===== config.mk =====
export PLATFORM = sky130hd
export DESIGN_NAME = eehst_host
export DESIGN_NICKNAME = d
export VERILOG_FILES = /design/src/hdl/eehst_pkg.sv /design/src/hdl/eehst_host.sv
export SDC_FILE = /design/constraint.sdc
export NUM_CORES = 1
export LEC_CHECK = 0
export BUFFER_PORTS_ARGS = -buffer_cell sky130_fd_sc_hd__buf_2
export CAP_MARGIN = 40
export CORE_ASPECT_RATIO = 0.75
export CORE_MARGIN = 4
export CORE_UTILIZATION = 40
export CTS_CLUSTER_SIZE = 8
export DETAILED_ROUTE_END_ITERATION = 10
export GPL_TIMING_DRIVEN = 0
export HOLD_SLACK_MARGIN = 0.1
export SLEW_MARGIN = 10
export SYNTH_ARGS = -nofsm -noshare
export SYNTH_HDL_FRONTEND = slang
export SYNTH_SLANG_ARGS = --single-unit

===== constraint.sdc =====
create_clock -name clk_sys -period 2.7 [get_ports clk_sys]
set_clock_uncertainty 0.05 [all_clocks]
set_input_delay 0.27 -clock clk_sys [delete_from_list [all_inputs] [get_ports clk_sys]]
set_output_delay 0.27 -clock clk_sys [all_outputs]
set_load 0.02 [all_outputs]

===== src/hdl/eehst_pkg.sv =====
// Constants, enumerations and carrier structs for the two-wire EEPROM host.
// Assumes a 100 MHz system clock; the serial clock is derived from it.
package eehst_pkg;

  // Timing
  localparam int SYS_PERIOD_NS = 10;
  localparam int SCL_PERIOD_NS = 1000;
  localparam int QTR_CYCLES = (SCL_PERIOD_NS + 4 * SYS_PERIOD_NS - 1) / (4 * SYS_PERIOD_NS);
  localparam int TWR_MS = 5;
  localparam int TWR_CYCLES = TWR_MS * 1000000 / SYS_PERIOD_NS;

  // Device address type codes
  localparam logic [3:0] TYPE_ARRAY = 4'hA;
  localparam logic [3:0] TYPE_EXT = 4'hB;

  // First word address patterns of the extra spaces
  localparam logic [7:0] ID_ADDR_HI = 8'h00;
  localparam logic [7:0] LOCK_ADDR_HI = 8'h04;
  localparam logic [7:0] SERIAL_ADDR_HI = 8'h08;

  // Fixed data bytes
  localparam logic [7:0] LOCK_DATA = 8'h02;
  localparam logic [7:0] QUERY_DATA = 8'hFF;

  // Sizes
  localparam logic [8:0] PAGE_BYTES = 9'h020;
  localparam logic [3:0] LAST_BIT = 4'h8;

  typedef enum logic [2:0] {
    K_WRITE, K_ID_WRITE, K_LOCK, K_LOCK_QUERY, K_READ_CUR, K_READ_RAND, K_ID_READ, K_SERIAL_READ
  } eehst_kind_t;

  typedef enum logic [2:0] {
    ST_IDLE, ST_START, ST_SEND, ST_RECV, ST_LOAD, ST_STOP
  } eehst_state_t;

  typedef enum logic [2:0] {
    PH_DEV, PH_AHI, PH_ALO, PH_WDATA, PH_RDEV, PH_RDATA, PH_ABORT
  } eehst_phase_t;

  typedef struct packed {
    eehst_kind_t kind;
    logic [2:0] chip_sel;
    logic [12:0] addr;
    logic [7:0] count;
  } eehst_cmd_t;

  typedef struct packed {
    logic nack_err;
    logic timeout;
    logic locked;
  } eehst_result_t;

  typedef struct packed {
    eehst_state_t st;
    eehst_phase_t phase;
    eehst_cmd_t cmd;
    logic [7:0] remaining;
    logic [7:0] shift;
    logic [1:0] qtr;
    logic [6:0] div;
    logic [3:0] bit_cnt;
    logic ack;
    logic scl_low;
    logic sda_low;
    logic polling;
    logic need_poll;
    logic [19:0] poll_cnt;
    logic [2:0] sync;
    logic sda_filt;
    logic [7:0] rd_data;
    logic rd_valid;
    logic done;
    eehst_result_t result;
    logic wi;
  } eehst_regs_t;

  localparam eehst_regs_t REGS_RESET = '0;

endpackage : eehst_pkg


===== src/hdl/eehst_host.sv =====
// Two-wire bus host that drives a 64-Kbit serial EEPROM through its pins.
// Assumes pull-ups on both bus lines and user logic on clk_sys.
`timescale 1ns/100ps
module eehst_host
  import eehst_pkg::*;
#(
  parameter int TWR_CYCLES_P = TWR_CYCLES
)
(
  // Clock and reset
  input wire logic clk_sys,
  input wire logic reset,
  // Command port
  input wire logic cmd_valid,
  output logic cmd_ready,
  input wire eehst_cmd_t cmd,
  // Write data stream
  input wire logic wr_data_valid,
  output logic wr_data_ready,
  input wire logic [7:0] wr_data,
  // Read data and completion
  output logic rd_data_valid,
  output logic [7:0] rd_data,
  output logic done,
  output eehst_result_t result,
  output logic busy,
  // Write protection request
  input wire logic write_protect,
  // Bus pins
  output logic scl_out,
  output logic scl_oe,
  input wire logic sda_in,
  output logic sda_out,
  output logic sda_oe,
  output logic write_inhibit_pin
);

  eehst_regs_t q;
  eehst_regs_t n;
  logic tick;

  // Array space or the extended identification, lock and serial spaces
  function automatic logic is_ext(input eehst_kind_t k);
    is_ext = !(k inside {K_WRITE, K_READ_CUR, K_READ_RAND});
  endfunction : is_ext

  function automatic logic is_write(input eehst_kind_t k);
    is_write = k inside {K_WRITE, K_ID_WRITE, K_LOCK, K_LOCK_QUERY};
  endfunction : is_write

  // Byte to shift out for a phase
  function automatic logic [7:0] pick_byte(input eehst_cmd_t c, input eehst_phase_t p, input logic poll);
    logic [3:0] code;
    logic rw;
    code = is_ext(c.kind) ? TYPE_EXT : TYPE_ARRAY;
    rw = (p == PH_RDEV) || (c.kind == K_READ_CUR && !poll);
    pick_byte = 8'h00;
    case (p)
      PH_DEV, PH_RDEV: pick_byte = {code, c.chip_sel, rw};
      PH_AHI:
      begin
        case (c.kind)
          K_ID_WRITE, K_ID_READ: pick_byte = ID_ADDR_HI;
          K_LOCK: pick_byte = LOCK_ADDR_HI;
          K_LOCK_QUERY: pick_byte = ID_ADDR_HI;
          K_SERIAL_READ: pick_byte = SERIAL_ADDR_HI;
          default: pick_byte = {3'h0, c.addr[12:8]};
        endcase
      end
      PH_ALO:
      begin
        case (c.kind)
          K_ID_WRITE, K_ID_READ, K_LOCK_QUERY: pick_byte = {3'h0, c.addr[4:0]};
          K_LOCK: pick_byte = 8'h00;
          K_SERIAL_READ: pick_byte = {4'h0, c.addr[3:0]};
          default: pick_byte = c.addr[7:0];
        endcase
      end
      PH_WDATA: pick_byte = (c.kind == K_LOCK) ? LOCK_DATA : QUERY_DATA;
      default: pick_byte = 8'h00;
    endcase
  endfunction : pick_byte

  // Byte count actually run for a command
  function automatic logic [7:0] load_count(input eehst_cmd_t c);
    logic [8:0] room;
    logic [8:0] want;
    room = PAGE_BYTES - {4'h0, c.addr[4:0]};
    want = (c.count == 8'h00) ? 9'h001 : {1'b0, c.count};
    load_count = want[7:0];
    case (c.kind)
      K_WRITE, K_ID_WRITE: if (want > PAGE_BYTES) load_count = PAGE_BYTES[7:0];
      K_ID_READ: if (want > room) load_count = room[7:0];
      K_LOCK, K_LOCK_QUERY: load_count = 8'h01;
      default: load_count = want[7:0];
    endcase
  endfunction : load_count

  assign tick = (q.div == 7'(QTR_CYCLES - 1));

  always_comb
  begin
    n = q;
    n.rd_valid = 1'b0;
    n.done = 1'b0;
    n.sync = {q.sync[1:0], sda_in};
    if (q.sync[2] == q.sync[1])
      n.sda_filt = q.sync[2];
    n.wi = write_protect;
    n.div = tick ? 7'h00 : 7'(q.div + 7'h01);
    if (q.polling || q.need_poll)
      n.poll_cnt = 20'(q.poll_cnt + 20'h00001);
    if (tick)
      n.qtr = 2'(q.qtr + 2'h1);
    case (q.st)
      ST_IDLE:
      begin
        n.div = 7'h00;
        n.qtr = 2'h0;
        if (cmd_valid)
        begin
          n.cmd = cmd;
          n.remaining = load_count(cmd);
          n.phase = PH_DEV;
          n.polling = 1'b0;
          n.need_poll = 1'b0;
          n.result = '0;
          n.st = ST_START;
        end
      end
      ST_START:
      begin
        if (tick)
        begin
          case (q.qtr)
            2'h0: n.sda_low = 1'b0;
            2'h1: n.scl_low = 1'b0;
            2'h2: n.sda_low = 1'b1;
            default:
            begin
              n.scl_low = 1'b1;
              n.bit_cnt = 4'h0;
              if (q.phase == PH_ABORT)
                n.st = ST_STOP;
              else
              begin
                n.shift = pick_byte(q.cmd, q.phase, q.polling);
                n.st = ST_SEND;
              end
            end
          endcase
        end
      end
      ST_SEND:
      begin
        if (tick)
        begin
          case (q.qtr)
            2'h0: n.sda_low = (q.bit_cnt < LAST_BIT) ? !q.shift[7] : 1'b0;
            2'h1: n.scl_low = 1'b0;
            2'h2: if (q.bit_cnt == LAST_BIT) n.ack = !q.sda_filt;
            default:
            begin
              n.scl_low = 1'b1;
              n.bit_cnt = 4'(q.bit_cnt + 4'h1);
              n.shift = {q.shift[6:0], 1'b0};
              if (q.bit_cnt == LAST_BIT)
              begin
                n.bit_cnt = 4'h0;
                n.st = ST_STOP;
                case (q.phase)
                  PH_DEV:
                  begin
                    if (q.polling)
                    begin
                      if (!q.ack && q.poll_cnt >= 20'(TWR_CYCLES_P))
                      begin
                        n.result.timeout = 1'b1;
                        n.polling = 1'b0;
                      end
                      else if (!q.ack)
                      begin
                        n.need_poll = 1'b1;
                        n.polling = 1'b0;
                      end
                      else
                        n.polling = 1'b0;
                    end
                    else if (!q.ack)
                      n.result.nack_err = 1'b1;
                    else if (q.cmd.kind == K_READ_CUR)
                    begin
                      n.phase = PH_RDATA;
                      n.st = ST_RECV;
                    end
                    else
                    begin
                      n.phase = PH_AHI;
                      n.shift = pick_byte(q.cmd, PH_AHI, 1'b0);
                      n.st = ST_SEND;
                    end
                  end
                  PH_AHI:
                  begin
                    n.phase = PH_ALO;
                    n.shift = pick_byte(q.cmd, PH_ALO, 1'b0);
                    n.st = q.ack ? ST_SEND : ST_STOP;
                    n.result.nack_err = !q.ack;
                  end
                  PH_ALO:
                  begin
                    n.result.nack_err = !q.ack;
                    if (q.ack && is_write(q.cmd.kind))
                    begin
                      n.phase = PH_WDATA;
                      n.shift = pick_byte(q.cmd, PH_WDATA, 1'b0);
                      n.st = (q.cmd.kind inside {K_WRITE, K_ID_WRITE}) ? ST_LOAD : ST_SEND;
                    end
                    else if (q.ack)
                    begin
                      n.phase = PH_RDEV;
                      n.st = ST_START;
                    end
                  end
                  PH_RDEV:
                  begin
                    n.phase = PH_RDATA;
                    n.result.nack_err = !q.ack;
                    n.st = q.ack ? ST_RECV : ST_STOP;
                  end
                  PH_WDATA:
                  begin
                    n.remaining = 8'(q.remaining - 8'h01);
                    if (q.cmd.kind == K_LOCK_QUERY)
                    begin
                      n.result.locked = !q.ack;
                      n.phase = PH_ABORT;
                      n.st = ST_START;
                    end
                    else if (!q.ack)
                      n.result.nack_err = 1'b1;
                    else if (q.remaining == 8'h01)
                    begin
                      n.need_poll = 1'b1;
                      n.poll_cnt = 20'h00000;
                    end
                    else
                      n.st = ST_LOAD;
                  end
                  default: n.st = ST_STOP;
                endcase
              end
            end
          endcase
        end
      end
      ST_LOAD:
      begin
        n.div = 7'h00;
        n.qtr = 2'h0;
        if (wr_data_valid)
        begin
          n.shift = wr_data;
          n.bit_cnt = 4'h0;
          n.st = ST_SEND;
        end
      end
      ST_RECV:
      begin
        if (tick)
        begin
          case (q.qtr)
            2'h0: n.sda_low = (q.bit_cnt == LAST_BIT) && (q.remaining > 8'h01);
            2'h1: n.scl_low = 1'b0;
            2'h2: if (q.bit_cnt < LAST_BIT) n.shift = {q.shift[6:0], q.sda_filt};
            default:
            begin
              n.scl_low = 1'b1;
              n.bit_cnt = 4'(q.bit_cnt + 4'h1);
              if (q.bit_cnt == LAST_BIT)
              begin
                n.bit_cnt = 4'h0;
                n.rd_data = q.shift;
                n.rd_valid = 1'b1;
                n.remaining = 8'(q.remaining - 8'h01);
                if (q.remaining == 8'h01)
                  n.st = ST_STOP;
              end
            end
          endcase
        end
      end
      ST_STOP:
      begin
        if (tick)
        begin
          case (q.qtr)
            2'h0: n.sda_low = 1'b1;
            2'h1: n.scl_low = 1'b0;
            2'h2: n.sda_low = 1'b0;
            default:
            begin
              if (q.need_poll)
              begin
                n.need_poll = 1'b0;
                n.polling = 1'b1;
                n.phase = PH_DEV;
                n.st = ST_START;
              end
              else
              begin
                n.done = 1'b1;
                n.st = ST_IDLE;
              end
            end
          endcase
        end
      end
      default: n.st = ST_IDLE;
    endcase
  end

  always_ff @(posedge clk_sys)
  begin
    if (reset)
      q <= REGS_RESET;
    else
      q <= n;
  end

  assign cmd_ready = (q.st == ST_IDLE);
  assign wr_data_ready = (q.st == ST_LOAD);
  assign busy = (q.st != ST_IDLE);
  assign rd_data_valid = q.rd_valid;
  assign rd_data = q.rd_data;
  assign done = q.done;
  assign result = q.result;
  assign scl_out = 1'b0;
  assign scl_oe = q.scl_low;
  assign sda_out = 1'b0;
  assign sda_oe = q.sda_low;
  assign write_inhibit_pin = q.wi;
endmodule : eehst_host


==> reports/summary.txt <==
met2 usage - 30.0%
H-tree Lvls - 3
Hold Vio Cnt, Final - 0
Post-DP HPWL - 14.3 mm
grt ovf - 0
port buffer count - 59
top-area cell type share of the netlist area - 31.0%
worst path buffer plus inverter count - 1
initial antenna violation count - 0
antenna viol nets, final - 0
drt total wl - 19.2 mm
Mapped Cells - 832
CP Cell Sequence - buf_2, nand2b_1, nor2_1, a211oi_1, o21ai_1, a2111oi_1, a221oi_1
post-route core utilization - 47.0%
CP Launch Type - register
Max Cap Viol - 0
top cells by area, synth - dfxtp_1, nor2_1, nand2_1
Mapped Area - 0.00627 sq mm
Synth Warn # - 0
Synth async-reset ratio - 0%
WL per Instance - 17.2 um
CP Launch Point - q[104]$_SDFFE_PP0P_
CTS Buffer Depth - 2
CTS tree - done
clk root buf - clkbuf_16
leading cell type in the layout, fill and taps excluded - nor2_1
Initial DRC Count - 843
Max IR drop VDD - 0.390 mV
commonest cells after routing, fill and taps aside - nor2_1, nand2_1, dfxtp_1
Yosys reg bits - 97
First-pass DRT Iterations - 5
Clk Latency, worst-skew pair - 360 ps
Synth area leader - dfxtp_1
Critical Setup Path Class - register to register
n_diodes - 0
period utilization - 95.3%
total power - 5.33 mW
Via Count - 6,426
FMAX - 389 MHz
CP Capture Type - register
Hold WC Path Type - primary input to register
Total Nets Final - 968
Worst Tran Pin Value - 832 ps
met1 Use GR - 33.5%
Post-synth EDFFs - 0
number of top-level pins - 62
clock sinks - 97
pwr/cell area - 742 mW/mm^2
FP Rows - 39
clock transition at the registers of the reported paths - 80 ps
crit path max fanout - 10
CP peak stage delay - 480 ps
Leak - 2.53 nW
vias in the first global route - 5,759
Syn Area/Cell - 7.54 sq um
Critical Path RT - 2850 ps
area grow syn2layout - 14.6%
GR Util met3 - 4.07%
Min Clock Period, post-route - 2570 ps
CORE AREA - 0.0153 sq mm
Top FF cell, synth - dfxtp_1
first-pass GRT wire length - 31.0 mm
CP max stage cell - nand2b_1
fraction of final layout cells sized beyond drive strength 1 - 13.3%
die width - 153 um
via/cell ratio - 5.75
full die area - 0.0178 sq mm
Pins Over Slew Limit - 0
Crit Reg-Reg Startpoint - q[104]$_SDFFE_PP0P_
initial core utilization - 41.1%
total clock buffers created by CTS - 9
Synth cell types - 73
DIE HEIGHT - 116 um
relative max-transition margin - 44.0%
arrival time at the worst endpoint - 2720 ps
start point of the worst hold path - cmd[17]
run status - finished clean
sequential-to-total area share from yosys stat - 31.0%
gr usage total - 21.4%
CP delay by family, top - compound AO/OA/AOI/OAI gates
busiest layer in global routing - met1
largest net degree at the start of global routing - 18
residual DRC count - 0
RSZ-0062 raised after global routing - yes
Placer Congestion - 0.923
Finish-stage setup viols - 0
[metrics by stage]
stage | hold WS (ps) | instances | TNS, ps | setup WS, ps | instance area (sq um)
after floorplan | 348 | 833 | 0 | 207 | 6270
after global placement | 377 | 1097 | -832 | -269 | 6830
after detailed placement | 380 | 1097 | -912 | -296 | 6830
after CTS | 101 | 1118 | 0 | 21.6 | 7160
after global routing | 121 | 1118 | -54.2 | -22.3 | 7180
final | 103 | 1118 | 0 | 127 | 7180
[area by class of cell]
class,count,area (sq um)
Multi-Input combinational cell,631,3880
Tap cell,205,256
Clock inverter,7,50.0
Fill cell,1593,8090
Inverter,32,120
Sequential cell,97,1940
Timing Repair Buffer,66,363
Clock buffer,9,225
Buffer,71,343
[power breakdown]
| part | switching [mW] | total (mW) | internal, mW |
|---|---|---|---|
| Combinational | 1.50 | 2.31 | 0.815 |
| Clock | 0.625 | 1.26 | 0.635 |
| Sequential | 0.160 | 1.76 | 1.60 |
[cells in the mapped netlist, types with 8 or more instances]
cell type	number
clkbuf_1	47
inv_1	32
ha_1	19
nand4_1	16
nand3_1	18
nor2b_1	14
or3_1	11
a31oi_1	13
nand2b_1	14
o21ai_0	39
nand2_1	98
buf_4	14
nor2_1	101
a311oi_1	9
nor3_1	28
o31ai_1	8
xor2_1	14
a211oi_1	13
o211ai_1	8
a221oi_1	8
nor4_1	10
dfxtp_1	97
a21oi_1	62
xnor2_1	17
a22oi_1	11
mux2i_1	12
[tightest hold or removal path: stages]
cell     delay [ps]
buf_2            90
nand2_1          50
a21oi_1          50
[per-layer routing]
layer	routed length, um	vias to the layer above
met5	0	-
li1	-	3123
met3	1830	25
met2	7450	302
met4	359	0
met1	9600	2976
[cell families after synthesis]
group | Yosys count | synth area share [%]
simple gates | 346 | 26.7
mux | 15 | 2.45
compound gates | 218 | 24.2
fa+ha+maj | 19 | 3.79
buf+inv | 105 | 7.46
flops | 97 | 31.0
xor+xnor | 31 | 4.33
other cells | 1 | 0.0598
[path summary, 6_finish.rpt]
path              slack, ps  cells after the start             endpoint
setup / recovery        130                      7  q[102]$_SDFFE_PP0P_
hold / removal          100                      3   q[89]$_SDFFE_PP0P_
setup reg to reg        130                      7  q[102]$_SDFFE_PP0P_
hold reg to reg         390                      1     n[17]$_SDFF_PP0_
[sequential cells by signal, summed over array words and instances, names as in the netlist, 2 cells and up]
signal / flops
q: 79
rd_data: 8
result: 3
n: 2
[timing repair]
item	in CTS	in global routing
hold endpoints to repair	6	0
endpoints found under the setup margin	2	32
setup buffers	0	1
gates resized for setup	0	10
hold buffers	6	0
(Power assumes the default switching activity.)
